[config.mk]
export PLATFORM = sky130hd
export DESIGN_NAME = spc_top
export DESIGN_NICKNAME = d
export VERILOG_FILES = /design/src/logic/spc_pkg.sv /design/src/logic/spc_top.sv
export SDC_FILE = /design/constraint.sdc
export NUM_CORES = 1
export LEC_CHECK = 0
export BUFFER_PORTS_ARGS = -buffer_cell sky130_fd_sc_hd__buf_4
export CAP_MARGIN = 20
export CORE_MARGIN = 2
export CORE_UTILIZATION = 40
export DETAILED_ROUTE_END_ITERATION = 8
export HOLD_SLACK_MARGIN = 0.15
export PLACE_DENSITY = 0.7
export SLEW_MARGIN = 15
export SYNTH_ARGS = -nofsm -noshare
export SYNTH_HDL_FRONTEND = slang
export SYNTH_SLANG_ARGS = --single-unit
[constraint.sdc]
create_clock -name clk -period 4.3 [get_ports clk]
set_clock_uncertainty 0.05 [all_clocks]
set_input_delay 0.215 -clock clk [delete_from_list [all_inputs] [get_ports clk]]
set_output_delay 0.215 -clock clk [all_outputs]
set_load 0.03 [all_outputs]
[src/logic/spc_pkg.sv]
// constants and carrier types of the clock prescaler and sleep controller
package spc_pkg;
  // register map (word index on the plain register port)
  localparam logic [7:0] SPC_ADDR_DIV   = 8'h00;
  localparam logic [7:0] SPC_ADDR_SLEEP = 8'h01;
  // clock divider control fields
  localparam int         SPC_UNLOCK_BIT = 7;
  localparam logic [7:0] SPC_UNLOCK_VAL = 8'h80;
  localparam int         SPC_SEL_LSB    = 0;
  localparam int         SPC_SEL_W      = 4;
  localparam logic [3:0] SPC_SEL_MAX    = 4'h8;
  localparam logic [3:0] SPC_SEL_RST    = 4'h0;
  localparam logic [3:0] SPC_SEL_RST_D8 = 4'h3;
  // sleep control fields
  localparam int         SPC_ALLOW_BIT  = 5;
  localparam int         SPC_KIND_LSB   = 3;
  // timing counts
  localparam logic [1:0] SPC_UNLOCK_TICKS = 2'h3;  // last of four divided cycles
  localparam int         SPC_WAKE_EXTRA   = 4;
  localparam logic [1:0] SPC_FUSE_SETTLE  = 2'h2;
  localparam int         SPC_CNT_W        = 8;

  typedef enum logic [1:0] {
    SPC_KIND_IDLE    = 2'h0,
    SPC_KIND_ADC_NR  = 2'h1,
    SPC_KIND_PWR_DN  = 2'h2,
    SPC_KIND_STANDBY = 2'h3
  } spc_kind_t;

  typedef struct packed {
    logic any_irq;
    logic adc_done;
    logic mem_ready;
    logic ext0_irq;
    logic ext0_level;
    logic pin_change;
    logic wdt_irq;
  } spc_wake_t;

  typedef struct packed {
    logic core_clock_domain;
    logic program_memory_clock_domain;
    logic peripheral_io_clock_domain;
    logic converter_clock_domain;
    logic fast_peripheral_clock_domain;
    logic main_osc;
  } spc_gate_t;
endpackage : spc_pkg

[src/logic/spc_top.sv]
// clock prescaler with unlock sequence and sleep mode clock gating
//
// Decided for this implementation: the strobed register port and the register offsets.
`timescale 1ns/1ps
`default_nettype none
module spc_top
  import spc_pkg::*;
#(
  parameter int STARTUP_CYCLES = 6
) (
  // clock and reset
  input  wire logic       clk,
  input  wire logic       rst_n,
  // register port
  input  wire logic [7:0] reg_addr,
  input  wire logic [7:0] reg_wdata,
  input  wire logic       reg_wr,
  input  wire logic       reg_rd,
  output logic      [7:0] reg_rdata,
  // fuse strap, from a pin
  input  wire logic       divide_by_eight_fuse,
  // core side
  input  wire logic       sleep_instr,
  input  wire logic       adc_enabled,
  input  wire spc_wake_t  wake_src,
  output logic            sys_tick,
  output logic            adc_start,
  output logic            core_resume,
  output logic            sleeping,
  output var spc_gate_t   gates
);

  // halt counter is eight bits wide, so longer start-ups cannot be served
  if (STARTUP_CYCLES < 0 || STARTUP_CYCLES + SPC_WAKE_EXTRA > 255) begin : g_bad_startup
    $error("spc_top: STARTUP_CYCLES out of range");
  end

  localparam logic [7:0] WAKE_LAST = 8'(STARTUP_CYCLES + SPC_WAKE_EXTRA - 1);

  typedef enum logic [1:0] {ST_ACTIVE, ST_SLEEP, ST_WAKE} spc_state_t;

  // fuse strap synchroniser and settle counter
  logic       fuse_s1_reg;
  logic       fuse_s2_reg;
  logic [1:0] init_cnt_reg;
  logic       init_done_reg;

  always_ff @(posedge clk or negedge rst_n) begin
    if (!rst_n) begin
      fuse_s1_reg <= 1'b0;
      fuse_s2_reg <= 1'b0;
    end else begin
      fuse_s1_reg <= divide_by_eight_fuse;
      fuse_s2_reg <= fuse_s1_reg;
    end
  end

  // strap is caught after release, once the synchroniser has settled
  logic init_load;
  assign init_load = !init_done_reg && (init_cnt_reg == SPC_FUSE_SETTLE);

  always_ff @(posedge clk or negedge rst_n) begin
    if (!rst_n) begin
      init_cnt_reg  <= 2'h0;
      init_done_reg <= 1'b0;
    end else if (!init_done_reg) begin
      init_cnt_reg  <= init_cnt_reg + 2'h1;
      init_done_reg <= init_load;
    end
  end

  // register decode
  logic wr_div;
  logic wr_sleep;
  logic wr_unlock_pat;
  logic wr_select;
  assign wr_div        = reg_wr && (reg_addr == SPC_ADDR_DIV);
  assign wr_sleep      = reg_wr && (reg_addr == SPC_ADDR_SLEEP);
  assign wr_unlock_pat = wr_div && (reg_wdata == SPC_UNLOCK_VAL);
  assign wr_select     = wr_div && !reg_wdata[SPC_UNLOCK_BIT];

  // divider state
  logic [3:0]           sel_reg;      // programmed select, as read back
  logic [3:0]           sel_act_reg;  // select the counter is running on
  logic                 switch_pend_reg;
  logic [SPC_CNT_W-1:0] cnt_reg;
  logic [SPC_CNT_W-1:0] cnt_mask;
  logic                 tick;
  logic                 unlock_reg;
  logic [1:0]           ucnt_reg;

  assign cnt_mask = SPC_CNT_W'((9'h1 << sel_act_reg) - 9'h1);
  assign tick     = init_done_reg && ((cnt_reg & cnt_mask) == cnt_mask);

  // reserved select codes are ignored so the factor never leaves 1..256
  logic sel_accept;
  assign sel_accept = wr_select && unlock_reg
                      && (reg_wdata[SPC_SEL_LSB +: SPC_SEL_W] <= SPC_SEL_MAX);

  always_ff @(posedge clk or negedge rst_n) begin
    if (!rst_n) begin
      sel_reg <= SPC_SEL_RST;
    end else if (init_load) begin
      sel_reg <= fuse_s2_reg ? SPC_SEL_RST_D8 : SPC_SEL_RST;
    end else if (sel_accept) begin
      sel_reg <= reg_wdata[SPC_SEL_LSB +: SPC_SEL_W];
    end
  end

  // a new factor waits for the running period to end, then restarts at zero:
  // no period is cut short and two edges span the change
  logic switch_now;
  assign switch_now = switch_pend_reg && tick;

  always_ff @(posedge clk or negedge rst_n) begin
    if (!rst_n) begin
      sel_act_reg     <= SPC_SEL_RST;
      switch_pend_reg <= 1'b0;
      cnt_reg         <= '0;
    end else begin
      if (init_load) begin
        sel_act_reg <= fuse_s2_reg ? SPC_SEL_RST_D8 : SPC_SEL_RST;
      end else if (switch_now) begin
        sel_act_reg <= sel_reg;
      end
      switch_pend_reg <= sel_accept || (switch_pend_reg && !tick);
      cnt_reg         <= (switch_now || !init_done_reg) ? '0 : cnt_reg + 1'b1;
    end
  end

  // unlock window, counted in divided cycles after the unlocking write
  always_ff @(posedge clk or negedge rst_n) begin
    if (!rst_n) begin
      unlock_reg <= 1'b0;
      ucnt_reg   <= 2'h0;
    end else if (!unlock_reg) begin
      unlock_reg <= wr_unlock_pat;
      ucnt_reg   <= 2'h0;
    end else if (wr_select) begin
      unlock_reg <= 1'b0;
    end else if (tick) begin
      unlock_reg <= (ucnt_reg != SPC_UNLOCK_TICKS);
      ucnt_reg   <= ucnt_reg + 2'h1;
    end
  end

  // sleep control
  logic      allow_reg;
  spc_kind_t kind_reg;

  always_ff @(posedge clk or negedge rst_n) begin
    if (!rst_n) begin
      allow_reg <= 1'b0;
      kind_reg  <= SPC_KIND_IDLE;
    end else if (wr_sleep) begin
      allow_reg <= reg_wdata[SPC_ALLOW_BIT];
      kind_reg  <= spc_kind_t'(reg_wdata[SPC_KIND_LSB +: 2]);
    end
  end

  // wake qualification per sleep kind
  logic line0_deep;
  logic wake_adc_nr;
  logic wake_deep;
  logic wake_hit;
  assign line0_deep  = wake_src.ext0_irq && wake_src.ext0_level;
  assign wake_deep   = line0_deep || wake_src.pin_change || wake_src.wdt_irq;
  assign wake_adc_nr = wake_deep || wake_src.adc_done || wake_src.mem_ready;

  always_comb begin
    case (kind_reg)
      SPC_KIND_IDLE:   wake_hit = wake_src.any_irq;
      SPC_KIND_ADC_NR: wake_hit = wake_adc_nr;
      default:         wake_hit = wake_deep;
    endcase
  end

  // sleep sequencer; an asynchronous reset returns straight to active
  spc_state_t state_reg;
  spc_state_t state_next;
  logic [7:0] wcnt_reg;
  logic       enter_sleep;
  logic       wake_done;

  assign enter_sleep = (state_reg == ST_ACTIVE) && sleep_instr && allow_reg;
  assign wake_done   = (state_reg == ST_WAKE) && tick && (wcnt_reg == WAKE_LAST);

  always_comb begin
    case (state_reg)
      ST_ACTIVE: state_next = enter_sleep ? ST_SLEEP : ST_ACTIVE;
      ST_SLEEP:  state_next = wake_hit ? ST_WAKE : ST_SLEEP;
      ST_WAKE:   state_next = wake_done ? ST_ACTIVE : ST_WAKE;
      default:   state_next = ST_ACTIVE;
    endcase
  end

  always_ff @(posedge clk or negedge rst_n) begin
    if (!rst_n) begin
      state_reg <= ST_ACTIVE;
    end else begin
      state_reg <= state_next;
    end
  end

  // halt counter runs on divided ticks so the four extra are core cycles
  always_ff @(posedge clk or negedge rst_n) begin
    if (!rst_n) begin
      wcnt_reg <= 8'h00;
    end else if (state_reg != ST_WAKE) begin
      wcnt_reg <= 8'h00;
    end else if (tick) begin
      wcnt_reg <= wcnt_reg + 8'h01;
    end
  end

  // clock domain gating; register file and memory keep state as the core
  // clock only stops
  logic      in_sleep;
  logic      io_stop;
  logic      adc_stop;
  logic      osc_stop;
  spc_gate_t gates_next;
  assign in_sleep = (state_reg == ST_SLEEP);
  assign io_stop  = in_sleep && (kind_reg != SPC_KIND_IDLE);
  assign adc_stop = in_sleep && (kind_reg[1] == 1'b1);
  assign osc_stop = in_sleep && (kind_reg == SPC_KIND_PWR_DN);

  // standby keeps the oscillator so it wakes without a restart
  always_comb begin
    gates_next.core_clock_domain            = tick && (state_reg == ST_ACTIVE);
    gates_next.program_memory_clock_domain  = tick && (state_reg == ST_ACTIVE);
    gates_next.peripheral_io_clock_domain   = tick && !io_stop;
    gates_next.converter_clock_domain       = tick && !adc_stop;
    gates_next.fast_peripheral_clock_domain = !io_stop;
    gates_next.main_osc                     = !osc_stop;
  end

  logic adc_kick;
  assign adc_kick = enter_sleep && adc_enabled && (kind_reg[1] == 1'b0);

  // read mux
  logic [7:0] rd_div;
  logic [7:0] rd_sleep;
  logic [7:0] rd_mux;
  assign rd_div   = {unlock_reg, 3'b000, sel_reg};
  assign rd_sleep = {2'b00, allow_reg, kind_reg, 3'b000};
  assign rd_mux   = (reg_addr == SPC_ADDR_DIV)   ? rd_div   :
                    (reg_addr == SPC_ADDR_SLEEP) ? rd_sleep : 8'h00;

  always_ff @(posedge clk or negedge rst_n) begin
    if (!rst_n) begin
      reg_rdata   <= 8'h00;
      gates       <= '0;
      sys_tick    <= 1'b0;
      adc_start   <= 1'b0;
      core_resume <= 1'b0;
      sleeping    <= 1'b0;
    end else begin
      reg_rdata   <= reg_rd ? rd_mux : 8'h00;
      gates       <= gates_next;
      sys_tick    <= tick;
      adc_start   <= adc_kick;
      core_resume <= wake_done;
      sleeping    <= (state_next != ST_ACTIVE);
    end
  end

endmodule : spc_top
`default_nettype wire

# Word level (Yosys, flattened, before mapping)
# Cells that the tools add are included.
classes:
  n_reduce_logical: 44
  n_addsub: 5
  shift: 1
  n_eq_ne: 13
  magnitude_cmp: 1
  muxes: 23
  n_bitwise: 2
op_table:
  columns: ["cell", "n"]
  rows:
  - ["$mux 8", 5]
  - ["$logic_and 1x1->1", 23]
  - ["$add 8x1->8 const B", 2]
  - ["$mux 4", 4]
  - ["$mux 2", 6]
  - ["$reduce_bool 2->1", 5]
  - ["$and 8x8->8", 1]
  - ["$eq 8x1->1 const B", 1]
  - ["$eq 8x4->1 const B", 1]
  - ["$eq 8x8->1", 1]
  - ["$eq 8x8->1 const B", 1]
  - ["$logic_not 8->1", 1]
  - ["$ne 2x2->1 const B", 4]
  - ["$shl 1x4->8 const A", 1]
  - ["$sub 8x1->8 const B", 1]
  - ["$eq 2x2->1 const B", 3]
  - ["$logic_not 1->1", 6]
  - ["$logic_or 1x1->1", 6]
  - ["$mux 6", 1]
  - ["$pmux 2 s3", 1]
  - ["$mux 1", 5]
  - ["$add 2x1->2 const B", 2]
  - ["$eq 2x1->1 const B", 2]
  - ["$le 4x4->1 const B", 1]
  - ["other kinds (4)", 5]
word_totals:
  input_bits: 30
  out_inout_bits: 18
  wordCells: 113
  register_bits: 55

# Logic depth before layout (Yosys ltp)
# Gate-level depths: netlist of the first run.
logic_depth:
  ltp_word: 10
  ltp_mapped: 10
  mapped_depth_nobuf: 8

# Worst setup path before layout of the first run
# Ideal clock, no wire load.
synth_path:
  path_kind: "reg-to-reg"
  from: "register sel_act_reg[1]"
  to: "register switch_pend_reg"
  path_stages_with_launch: 10
  slack_ns: 1.781
  n_path_buf: 1
  t_arrival_ns: 2.351
  path_cell_list: "dfrtp_1 -> nor4_4 -> inv_1 -> ha_1 -> and2_1 -> o2111ai_1 -> nand2_2 -> or3_1 -> buf_6 -> a21o_1"
synth_via:
  elab_chain_cells: 8
synth_rtl:
  columns: ["element", "line_no", "text"]
  rows:
  - ["from (decl)", "spc_top.sv:84", "logic [3:0] sel_act_reg;"]
  - ["from (signal assigned)", "spc_top.sv:122", "sel_act_reg <= fuse_s2_reg ? SPC_SEL_RST_D8 : SPC_SEL_RST;"]
  - ["from (signal assigned)", "spc_top.sv:124", "sel_act_reg <= sel_reg;"]
  - ["$shl 1x4->8 *", "spc_top.sv:92", "assign cnt_mask = SPC_CNT_W'((9'h1 << sel_act_reg) - 9'h1);"]
  - ["$sub 8x1->8 *", "spc_top.sv:92", null]
  - ["$and 8x8->8", "spc_top.sv:93", "assign tick = init_done_reg && ((cnt_reg & cnt_mask) == cnt_mask);"]
  - ["$eq 8x8->1 *", "spc_top.sv:93", null]
  - ["$logic_and 1x1->1 *", "spc_top.sv:93", null]
  - ["$logic_not 1->1 *", "spc_top.sv:126", "switch_pend_reg <= sel_accept || (switch_pend_reg && !tick);"]
  - ["$logic_and 1x1->1 *", "spc_top.sv:126", null]
  - ["$logic_or 1x1->1 *", "spc_top.sv:126", null]
  - ["to (signal assigned)", "spc_top.sv:126", null]
  - ["to (decl)", "spc_top.sv:85", "logic switch_pend_reg;"]
# Mark *: on every way between the ends. The rest lies on a longest branch, timed or not.
# A chain may end at the register's enable or synchronous reset.

# Worst setup path in the final report of the first run
layout_path:
  from: "register sel_act_reg[0]"
  to: "register cnt_reg[5]"
layout_via:
  elab_chain_cells: 8
layout_rtl:
  columns: ["element", "line_no", "text"]
  rows:
  - ["$shl 1x4->8 *", "spc_top.sv:92", null]
  - ["$sub 8x1->8 *", "spc_top.sv:92", null]
  - ["$and 8x8->8", "spc_top.sv:93", null]
  - ["$eq 8x8->1 *", "spc_top.sv:93", null]
  - ["$logic_and 1x1->1 *", "spc_top.sv:93", null]
  - ["$logic_and 1x1->1 *", "spc_top.sv:113", "assign switch_now = switch_pend_reg && tick;"]
  - ["$logic_or 1x1->1 *", "spc_top.sv:127", "cnt_reg <= (switch_now || !init_done_reg) ? '0 : cnt_reg + 1'b1;"]
  - ["$mux 8 *", "spc_top.sv:127", null]
  - ["to (signal assigned)", "spc_top.sv:127", null]
  - ["to (decl)", "spc_top.sv:86", "logic [SPC_CNT_W-1:0] cnt_reg;"]
# Marked as above.

==> summary.txt, run 1 <==
Die
  • Die Area: 7364 um^2
  • Row Count: 29
  • Initial core utilization: 0.4169
  • Die height: 85.82 um
  • Chip Width: 85.82 um
  • Core area: 6422 um^2
  • Number of I/O pins: 48

Timing
  • Tightest slew margin relative to the limit: 0.4210
  • Unrepaired setup endpoints after global routing: no
  • Post-Route Setup TNS: 0 ps
  • Achievable Freq: 342.9 MHz
  • Tightest Pin Transition: 866.8 ps
  • Number of slew-limit violations in the final report: 0
  • Minimum period implied by the final worst setup slack: 2916 ps
  • Final period utilization: 0.6782
  • Final setup violating endpoints: 0
  • Final count of hold timing violations: 0

Clocking
  • Post-cts repair resize count: 0
  • Source-to-sink clock delay at the later pin of the worst-skew pair: 300 ps
  • CTS buffer count: 5
  • Root buffer selected by CTS: clkbuf_8
  • Post CTS Setup Buffer Count: 0
  • Number of buffers added to fix hold violations after cts: 10
  • Clock tree from TritonCTS: yes
  • Maximum level of the CTS H-tree: 2
  • Clock Path Buffers: 2
  • CTS Sinks: 54
  • Clock transition at the registers of the reported paths: 100 ps

Critical path
  • Slowest Stage Delay on Critical Path: 560 ps
  • Critical path class: reg -> reg
  • Arrival @ worst endpoint: 3030 ps
  • Cell breakdown of the critical path: nor4_4 -> inv_1 -> ha_1 -> and2_1 -> o2111ai_1 -> nand4_1 -> o31ai_2 -> nor2_1
  • Kind of end point of the critical path: register
  • Worst Setup Start Kind: register
  • Master of the slowest instance on the critical path: o31ai_2
  • Largest fanout on the critical path: 8
  • Required time at the endpoint of the critical path: 4420 ps

Cells and area
  • Number of antenna cells inserted: 0
  • Count of nets after finishing: 344
  • Post-Layout Inst Area: 3277 um^2
  • Commonest non-fill, non-tap cell in the layout: dfrtp_1
  • Number of non-filler instances in the completed layout: 386
  • Area overhead of the layout relative to synthesis: 22.38%
  • Highest-count cells in the layout ignoring fill and taps: dfrtp_1, buf_4, nor2_1, nand2_1, mux2i_1
  • Ratio of cells with drive above 1 in the final layout: 0.2104

Synthesis
  • Async S/R FF share, synth: 1.000
  • Post-synthesis sequential area ratio: 0.5047
  • Synthesized instance count: 254
  • Primary flip-flop cell chosen by synthesis mapping: dfrtp_1
  • Cell types occupying the most area after synthesis: dfrtp_1, mux2i_1, nand2b_1
  • Library cell with the largest summed area after synthesis: dfrtp_1
  • Synth Register Bits: 54
  • Number of enable flip-flop cells after synthesis: 0
  • Number of nets produced by synthesis: 290
  • Number of synthesis warnings: 0
  • Area share of the largest cell type after synthesis: 0.5047
  • Number of distinct library cells after synthesis: 51
  • Mean post-synth cell area: 10.54 um^2
  • Netlist area before placement: 2678 um^2

Global routing
  • Number of antenna violations at the first check in global routing: 0
  • Maximum number of pins on one net before global-route repair: 55
  • Via count of the first global-routing pass: 1971
  • Remaining Overflow, GRT: 0
  • GRT Util Overall: 0.1524
  • Global-route wire length before repair: 8942 um

Drt
  • Detailed Routing Iterations Pass 1: 7
  • Overall routed net length: 5316 um
  • Routed WL per cell: 13.77 um
  • Number of violations reported at the end of detailed-routing iteration 0: 121
  • DRC errors left: 8
  • Detailed-route vias per instance: 5.308
  • Number of vias in the routed layout: 2049
  • Antenna violation net count after detailed routing: 0

Pwr
  • Areal power density over the cells: 338.6 nW/um^2
  • VDD IR-drop max: 143.5 uV
  • Leakage: 1.479 nW

Status
  • Violated checks: DRC
  • Outcome: finished, violations left

Hold path
  • Min-delay worst type: in -> reg

Flow run
  • Count of max-cap constraint violations: 0

Placement
  • DP Wirelength: 3734 um
  • Total instance count after detailed placement: 368
  • Final Wtd Congestion: 0.7814
  • Area of placed instances: 3067 um^2
  • IO Port Bufs: 46
[worst max-delay path, delay by kind of cell (launching register included)]
family	cells	cell delay [ps]
flip-flops	1	490
AO/OA/AOI/OAI	2	1020
buffers and inverters	1	80
adder cells (fa/ha/maj)	1	250
AND/OR/NAND/NOR	4	890
[layout make-up]
class                      instances  area (um^2)
fill                             589         3146
clock inverter                     2        37.54
sequential                        54         1351
tap                               77        96.34
clock buffer                       6        72.57
inverter                          12        45.04
timing repair buffer              56        445.4
multi-input combinational        179         1229
[cell families after synthesis]
family,count (synthesis),synth area share
flip-flops,54,0.5047
multiplexers,17,0.06495
XOR/XNOR,7,0.02290
AND/OR/NAND/NOR,113,0.2453
other,1,0.001401
adder cells (fa/ha/maj),6,0.02804
buffers and inverters,21,0.03644
AO/OA/AOI/OAI,35,0.09626
[worst paths after layout]
check | from | slack, ps | cells past startpoint | end
worst max-delay path | sel_act_reg[0] | 1380 | 8 | cnt_reg[5]
worst min-delay path | reg_addr[0] | 170 | 2 | reg_rdata[4]
worst max register to register | sel_act_reg[0] | 1380 | 8 | cnt_reg[5]
worst min register to register | fuse_s1_reg | 310 | 0 | fuse_s2_reg
max in group asynchronous | rst_n | 3320 | 2 | sel_act_reg[3]
min in group asynchronous | rst_n | 430 | 2 | cnt_reg[4]
[where the power goes]
group | internal (W) | switching, W | leakage, nW
registers | 0.000540 | 0.0000373 | 0.678
clock network | 0.000174 | 0.000162 | 0.0514
logic | 0.0000897 | 0.000107 | 0.749
[cells in the mapped netlist (all sizes together) (2+ instances only)]
| cell | n |
|---|---|
| o21ai | 4 |
| o22ai | 4 |
| nand2b | 13 |
| ha | 6 |
| nor2b | 6 |
| buf | 7 |
| nor4 | 9 |
| a21oi | 8 |
| and3 | 4 |
| o311a | 2 |
| nand4 | 7 |
| o31ai | 3 |
| o211ai | 2 |
| nand4b | 3 |
| dfrtp | 54 |
| nor3 | 9 |
| clkbuf | 2 |
| nand2 | 15 |
| inv | 12 |
| nand3 | 8 |
| and2 | 7 |
| and4 | 4 |
| nor4b | 4 |
| nor2 | 21 |
| mux2i | 14 |
| mux2 | 3 |
| xor2 | 3 |
| xnor2 | 4 |
[per-layer routing]
layer,track usage,wire [um]
met5,0,0
met4,0.05195,79
met3,0.03369,253
met2,0.2514,2456
met1,0.1991,2526
[through the flow]
step	power (W)	util	hold WS, ps	setup WS, ps
2_1_floorplan	0.0007042	-	-130.6	1781
3_3_place_gp	0.0007694	0.4775	244.6	1541
3_5_place_dp	0.0007778	0.4775	249.0	1411
4_1_cts	0.001121	0.5102	162.4	1389
5_1_grt	0.001171	0.5102	176.4	1099
6_report	0.001110	0.5102	170.9	1384
Power figures use the tool's default switching activity.
==> inputs of run 2 (changes only) <==
ABC_AREA = 1   (was default)
PLACE_DENSITY = 0.73   (was 0.7)
clock period = 2.65 ns   (was 4.3 ns; I/O delays follow)
==> run 2 against run 1 <==
  * The run now ends clean
  * Via count is 8.7% higher
  * Fmax is 33% higher
  * Wire length is 2.0% lower
  * Total power is 120% higher
  * Non-clock buffer count is 8 higher
  * Synthesized cell count is 26% higher
  * Largest cell class unchanged
  * Largest power group unchanged
==> summary.txt, run 2 <==
Global routing
  • Met2 Track Usage GR: 0.2579
  • Global-route wire length before repair: 9094 um
  • GRT Util Overall: 0.1527
  • Remaining Overflow, GRT: 0
  • Most Used Layer, Global Route: met2
  • Fraction of met3 tracks used by global routing: 0.02502
  • Maximum number of pins on one net before global-route repair: 55
  • Number of antenna violations at the first check in global routing: 0
  • Via count of the first global-routing pass: 2100
  • Met1 demand-to-capacity share in global routing: 0.1955

Drt
  • Routed WL per cell: 11.18 um
  • Antenna violation net count after detailed routing: 0
  • Number of vias in the routed layout: 2227
  • Number of violations reported at the end of detailed-routing iteration 0: 184
  • Overall routed net length: 5209 um
  • Detailed Routing Iterations Pass 1: 6
  • Detailed-route vias per instance: 4.779
  • DRC errors left: 0

Clocking
  • CTS Sinks: 54
  • Post CTS Setup Buffer Count: 0
  • Clock tree from TritonCTS: yes
  • Maximum level of the CTS H-tree: 2
  • Root buffer selected by CTS: clkbuf_8
  • Clock Path Buffers: 2
  • CTS buffer count: 5
  • Source-to-sink clock delay at the later pin of the worst-skew pair: 310 ps
  • Clock transition at the registers of the reported paths: 90 ps

Cells and area
  • Multi-input combinational cell area: 1117 um^2
  • Share of the core filled with cells in the final layout: 0.5264
  • Highest-count cells in the layout ignoring fill and taps: nand2_1, dfrtp_1, buf_4, inv_1, nor2_1
  • Storage cell area: 1351 um^2
  • Area overhead of the layout relative to synthesis: 26.03%
  • Count of nets after finishing: 424
  • Number of antenna cells inserted: 0
  • Ratio of cells with drive above 1 in the final layout: 0.1979
  • Number of non-filler instances in the completed layout: 466
  • Commonest non-fill, non-tap cell in the layout: nand2_1
  • Fillers: 555

Timing
  • Final count of hold timing violations: 0
  • Number of slew-limit violations in the final report: 0
  • Tightest slew margin relative to the limit: 0.5646
  • Achievable Freq: 454.5 MHz
  • Post-Route Setup TNS: 0 ps
  • Minimum period implied by the final worst setup slack: 2200 ps
  • Final setup violating endpoints: 0
  • Unrepaired setup endpoints after global routing: no
  • Final period utilization: 0.8303
  • Tightest Pin Transition: 653.1 ps
  • Worst hold slack across all endpoints: 168.3 ps

Pwr
  • Leakage: 1.745 nW
  • Areal power density over the cells: 707.4 nW/um^2
  • Total power after layout: 0.002391 W
  • VDD IR-drop max: 280.4 uV

Die
  • Core area: 6422 um^2
  • Row Count: 29
  • Initial core utilization: 0.4177
  • Die Area: 7377 um^2
  • Chip Width: 85.89 um
  • Die height: 85.89 um
  • Number of I/O pins: 48

Status
  • Outcome: complete, no violations

Placement
  • DP Wirelength: 3839 um
  • IO Port Bufs: 46
  • Total instance count after detailed placement: 440
  • Final Wtd Congestion: 0.8030

Synthesis
  • Number of enable flip-flop cells after synthesis: 0
  • Cell types occupying the most area after synthesis: dfrtp_1, nand2_1, inv_1
  • Library cell with the largest summed area after synthesis: dfrtp_1
  • Number of nets produced by synthesis: 357
  • Area share of the largest cell type after synthesis: 0.5037
  • Library cell with the highest instance count after synthesis: nand2_1
  • Number of distinct library cells after synthesis: 32
  • Primary flip-flop cell chosen by synthesis mapping: dfrtp_1
  • Number of synthesis warnings: 0
  • Ranking of synthesized cells by instance count: nand2_1, dfrtp_1, inv_1
  • Async S/R FF share, synth: 1.000
  • Mean post-synth cell area: 8.357 um^2
  • Post-synthesis sequential area ratio: 0.5037
  • Netlist area before placement: 2683 um^2
  • Synth Register Bits: 54
  • Synthesized instance count: 321

Critical path
  • Worst Setup Start Kind: register
  • Largest fanout on the critical path: 11
  • Arrival @ worst endpoint: 2360 ps
  • Kind of end point of the critical path: register
  • Required time at the endpoint of the critical path: 2810 ps
  • Critical path class: reg -> reg

Flow run
  • Count of max-cap constraint violations: 0

Hold path
  • Min-delay worst type: in -> reg
run 2: changes by cell type in the layout (fill, tap and decap cells not counted), moves of 6 or more:
cell	delta
dlygate4sd3_1	+8
nor2b_1	-6
nand3_1	+11
nor2_1	+17
inv_1	+30
mux2i_1	-14
nor4_1	-6
o21ai_0	+6
nand2b_1	-13
and2_1	-7
nand2_1	+68
run 2: logic make-up after synthesis:
kind of cell,share of synthesized area
AOI/OAI and AO/OA,0.04618
other,0.001398
DFF,0.5037
buffers and inverters,0.07976
adders and majority gates,0.02798
xor gates and xnor gates,0.02939
muxes,0.008395
and+or+nand+nor,0.3032
run 2: layout make-up:
class	count	area share
inverter	48	0.05329
multi-input combinational	215	0.3305
timing repair buffer	64	0.1554
tap	77	0.02850
clock buffer	6	0.02147
clock inverter	2	0.01110
sequential	54	0.3997
run 2: final timing paths:
kind	cells after the start	slack, ps	endpoint	from
worst max-delay path	14	450	wcnt_reg[5]	sel_act_reg[2]
worst min-delay path	6	170	reg_rdata[4]	reg_addr[1]
worst max register to register	14	450	wcnt_reg[5]	sel_act_reg[2]
worst min register to register	0	320	fuse_s2_reg	fuse_s1_reg
min in group asynchronous	2	360	fuse_s1_reg	rst_n
max in group asynchronous	2	1760	sleeping	rst_n
run 2: worst max-delay path, cell delays in order (launching register included):
cell	delay, ps
dfrtp_1	460
nor2_4	200
nand3_1	90
ha_1	280
nor2_1	40
nor2_1	90
nand2_1	60
nor2_1	120
nand2_2	70
inv_2	100
nand3_4	170
nand2_4	180
inv_2	70
nand2_1	60
nand2_1	50
run 2: per-stage QoR:
stage / worst slack [ps] / area (um^2)
floorplan: 689.7 / 2683
global placement: 553.6 / 3090
detailed placement: 447.2 / 3090
CTS: 423.4 / 3381
global route: 263.9 / 3381
finish: 449.8 / 3381
run 2: what timing repair did:
item	4_1_cts	5_1_grt
resized for setup	0	0
endpoints found under the hold margin	72	0
hold buffers	18	0
setup endpoints to repair	0	0
run 2: layer usage:
metal / wire length, um / vias up / part of all wire
met5: 0 / - / 0
met4: 91 / 0 / 0.017
met3: 223 / 7 / 0.043
met2: 2533 / 56 / 0.49
met1: 2360 / 1029 / 0.45
li1: - / 1135 / -
run 2: where the power goes:
part / leakage, nW / internal (W) / switching, W / total [W]
Clock: 0.0514 / 0.000282 / 0.000270 / 0.000552
Sequential: 0.684 / 0.000944 / 0.0000936 / 0.00104
Combinational: 1.01 / 0.000297 / 0.000505 / 0.000802
Total: 1.75 / 0.00152 / 0.000868 / 0.00239
==> inputs of run 3 (changes only) <==
clock period = 1.93 ns   (was 2.65 ns; I/O delays follow)
==> run 3 against run 2 <==
  * The flow now finishes with violations (setup timing)
  * Largest cell class unchanged
  * First-iteration DRC count decreased by 44%
  * Critical path depth unchanged
  * Final cell count grew 3.6%
  * Worst setup slack lost 480 ps
==> summary.txt, run 3 (same netlist as run 2, synthesis figures left out) <==
Clocking
  • Maximum level of the CTS H-tree: 2
  • Clock Path Buffers: 2
  • CTS Sinks: 54
  • Source-to-sink clock delay at the later pin of the worst-skew pair: 310 ps
  • Clock transition at the registers of the reported paths: 90 ps
  • CTS buffer count: 5
  • Root buffer selected by CTS: clkbuf_8
  • Clock tree from TritonCTS: yes

Critical path
  • Cell breakdown of the critical path: nor2_4 -> nand3_2 -> ha_1 -> nor2_1 -> nor2_1 -> nand2_1 -> nor2_2 -> nand2_2 -> clkinv_4 -> buf_12 -> nand3_2 -> nor2_2 -> nand2_1 -> nand2_1
  • Flop-to-flop setup slack: -30 ps
  • Master of the slowest instance on the critical path: dfrtp_1
  • Slowest Stage Delay on Critical Path: 410 ps
  • Kind of end point of the critical path: register
  • Worst Setup Start Kind: register
  • WP buf/inv: 2
  • Cell type group with the largest total delay on the critical path: simple AND/OR/NAND/NOR gates
  • Arrival @ worst endpoint: 2160 ps
  • Largest fanout on the critical path: 5
  • Required time at the endpoint of the critical path: 2130 ps
  • Critical path class: reg -> reg
  • Most frequent cell on the critical path: nand2_1

Timing
  • Worst hold slack across all endpoints: 183.2 ps
  • Tightest Pin Transition: 662.3 ps
  • Achievable Freq: 510.6 MHz
  • Number of slew-limit violations in the final report: 0
  • Worst-case setup margin in the final layout: -28.48 ps
  • Post-Route Setup TNS: -164.9 ps
  • Unrepaired setup endpoints after global routing: yes
  • Final count of hold timing violations: 0
  • Minimum period implied by the final worst setup slack: 1958 ps
  • Tightest slew margin relative to the limit: 0.5584
  • Final setup violating endpoints: 15
  • Final period utilization: 1.015

Drt
  • Number of violations reported at the end of detailed-routing iteration 0: 103
  • Detailed Routing Iterations Pass 1: 4
  • Number of vias in the routed layout: 2324
  • Detailed-route vias per instance: 4.812
  • Antenna violation net count after detailed routing: 0
  • DRC errors left: 0
  • Overall routed net length: 5858 um
  • Routed WL per cell: 12.13 um

Hold path
  • Min-delay worst type: in -> reg

Cells and area
  • Area overhead of the layout relative to synthesis: 36.01%
  • Ratio of cells with drive above 1 in the final layout: 0.2857
  • Count of nets after finishing: 441
  • Post-Layout Inst Area: 3649 um^2
  • Commonest non-fill, non-tap cell in the layout: nand2_1
  • Highest-count cells in the layout ignoring fill and taps: nand2_1, buf_4, dfrtp_1, inv_1, nor2_1
  • Number of non-filler instances in the completed layout: 483
  • Number of antenna cells inserted: 0

Pwr
  • Total internal power: 0.002367 W
  • Switching share of power: 0.3738
  • Areal power density over the cells: 1036 nW/um^2
  • Total power after layout: 0.003780 W
  • Flop pwr share: 0.380
  • VDD IR-drop max: 560.8 uV
  • Part of the power in combinational logic: 0.422
  • Leakage: 1.860 nW
  • Switching Power: 0.001413 W
  • Clock power frac: 0.198

Global routing
  • Met2 Track Usage GR: 0.2875
  • Met1 demand-to-capacity share in global routing: 0.1950
  • Fraction of met3 tracks used by global routing: 0.02502
  • Global-route wire length before repair: 9722 um
  • Via count of the first global-routing pass: 2344
  • Remaining Overflow, GRT: 0
  • Maximum number of pins on one net before global-route repair: 55
  • Most Used Layer, Global Route: met2
  • Number of antenna violations at the first check in global routing: 0
  • GRT Util Overall: 0.1615

Die
  • Die Area: 7377 um^2
  • Core area: 6422 um^2
  • Row Count: 29
  • Die height: 85.89 um
  • Initial core utilization: 0.4177
  • Number of I/O pins: 48
  • Chip Width: 85.89 um

Placement
  • IO Port Bufs: 46
  • Area of placed instances: 3171 um^2
  • DP Wirelength: 3859 um
  • Final Wtd Congestion: 0.9009
  • Total instance count after detailed placement: 450

Flow run
  • Count of max-cap constraint violations: 0

Status
  • Violated checks: setup timing
  • Outcome: finished, violations left
-- run 3: power groups by stage --
stage          logic (W)  registers (W)  clock network (W)
6_report         0.00160        0.00144           0.000749
4_1_cts          0.00137        0.00143           0.000760
3_3_place_gp     0.00117        0.00144                  0
3_5_place_dp     0.00119        0.00145                  0
5_1_grt          0.00176        0.00146           0.000821
2_1_floorplan   0.000790        0.00150                  0
-- run 3: what timing repair did --
action / in CTS / in global routing
cloned: 2 / 1
pin swaps: 3 / 3
setup buffers: 2 / 2
resized for setup: 9 / 22
hold endpoints to repair: 72 / 0
hold buffers: 18 / 0
endpoints found under the setup margin: 21 / 37
-- run 3: worst reg2reg max path, stage by stage (launching register included) --
cell      delay, ps
dfrtp_1         410
nor2_4          150
nand3_2          80
ha_1            270
nor2_1           40
nor2_1           90
nand2_1          70
nor2_2          100
nand2_2          80
clkinv_4         70
buf_12          100
nand3_2         140
nor2_2          140
nand2_1          60
nand2_1          60
-- run 3: area by class of cell --
class                           count  area (um^2)
Fill cell                         505         2774
Sequential cell                    54         1351
Multi-Input combinational cell    218         1255
Timing Repair Buffer               78        646.9
Inverter                           48        190.2
Tap cell                           77        96.34
Clock buffer                        5        68.82
Clock inverter                      3        40.04
-- run 3: path summary, 6_finish.rpt --
path,start,to,cells past startpoint
max,sel_act_reg[2],ucnt_reg[1],14
min,wake_src[1],state_reg[0],6
max reg2reg,sel_act_reg[2],ucnt_reg[1],14
min reg2reg,fuse_s1_reg,fuse_s2_reg,0
max in group asynchronous,rst_n,cnt_reg[3],2
min in group asynchronous,rst_n,sel_reg[2],2
-- run 3: routing by layer --
layer	part of all wire	wire [um]
met5	0	0
met4	0.016	94
met3	0.034	201
met2	0.50	2936
met1	0.45	2626
-- run 3: through the flow --
stage	utilization	setup WS, ps
6_report	0.5681	-28.48
5_1_grt	0.5681	-193.7
4_1_cts	0.5504	-8.293
3_5_place_dp	0.4937	-91.46
3_3_place_gp	0.4937	-33.28
2_1_floorplan	-	7.168
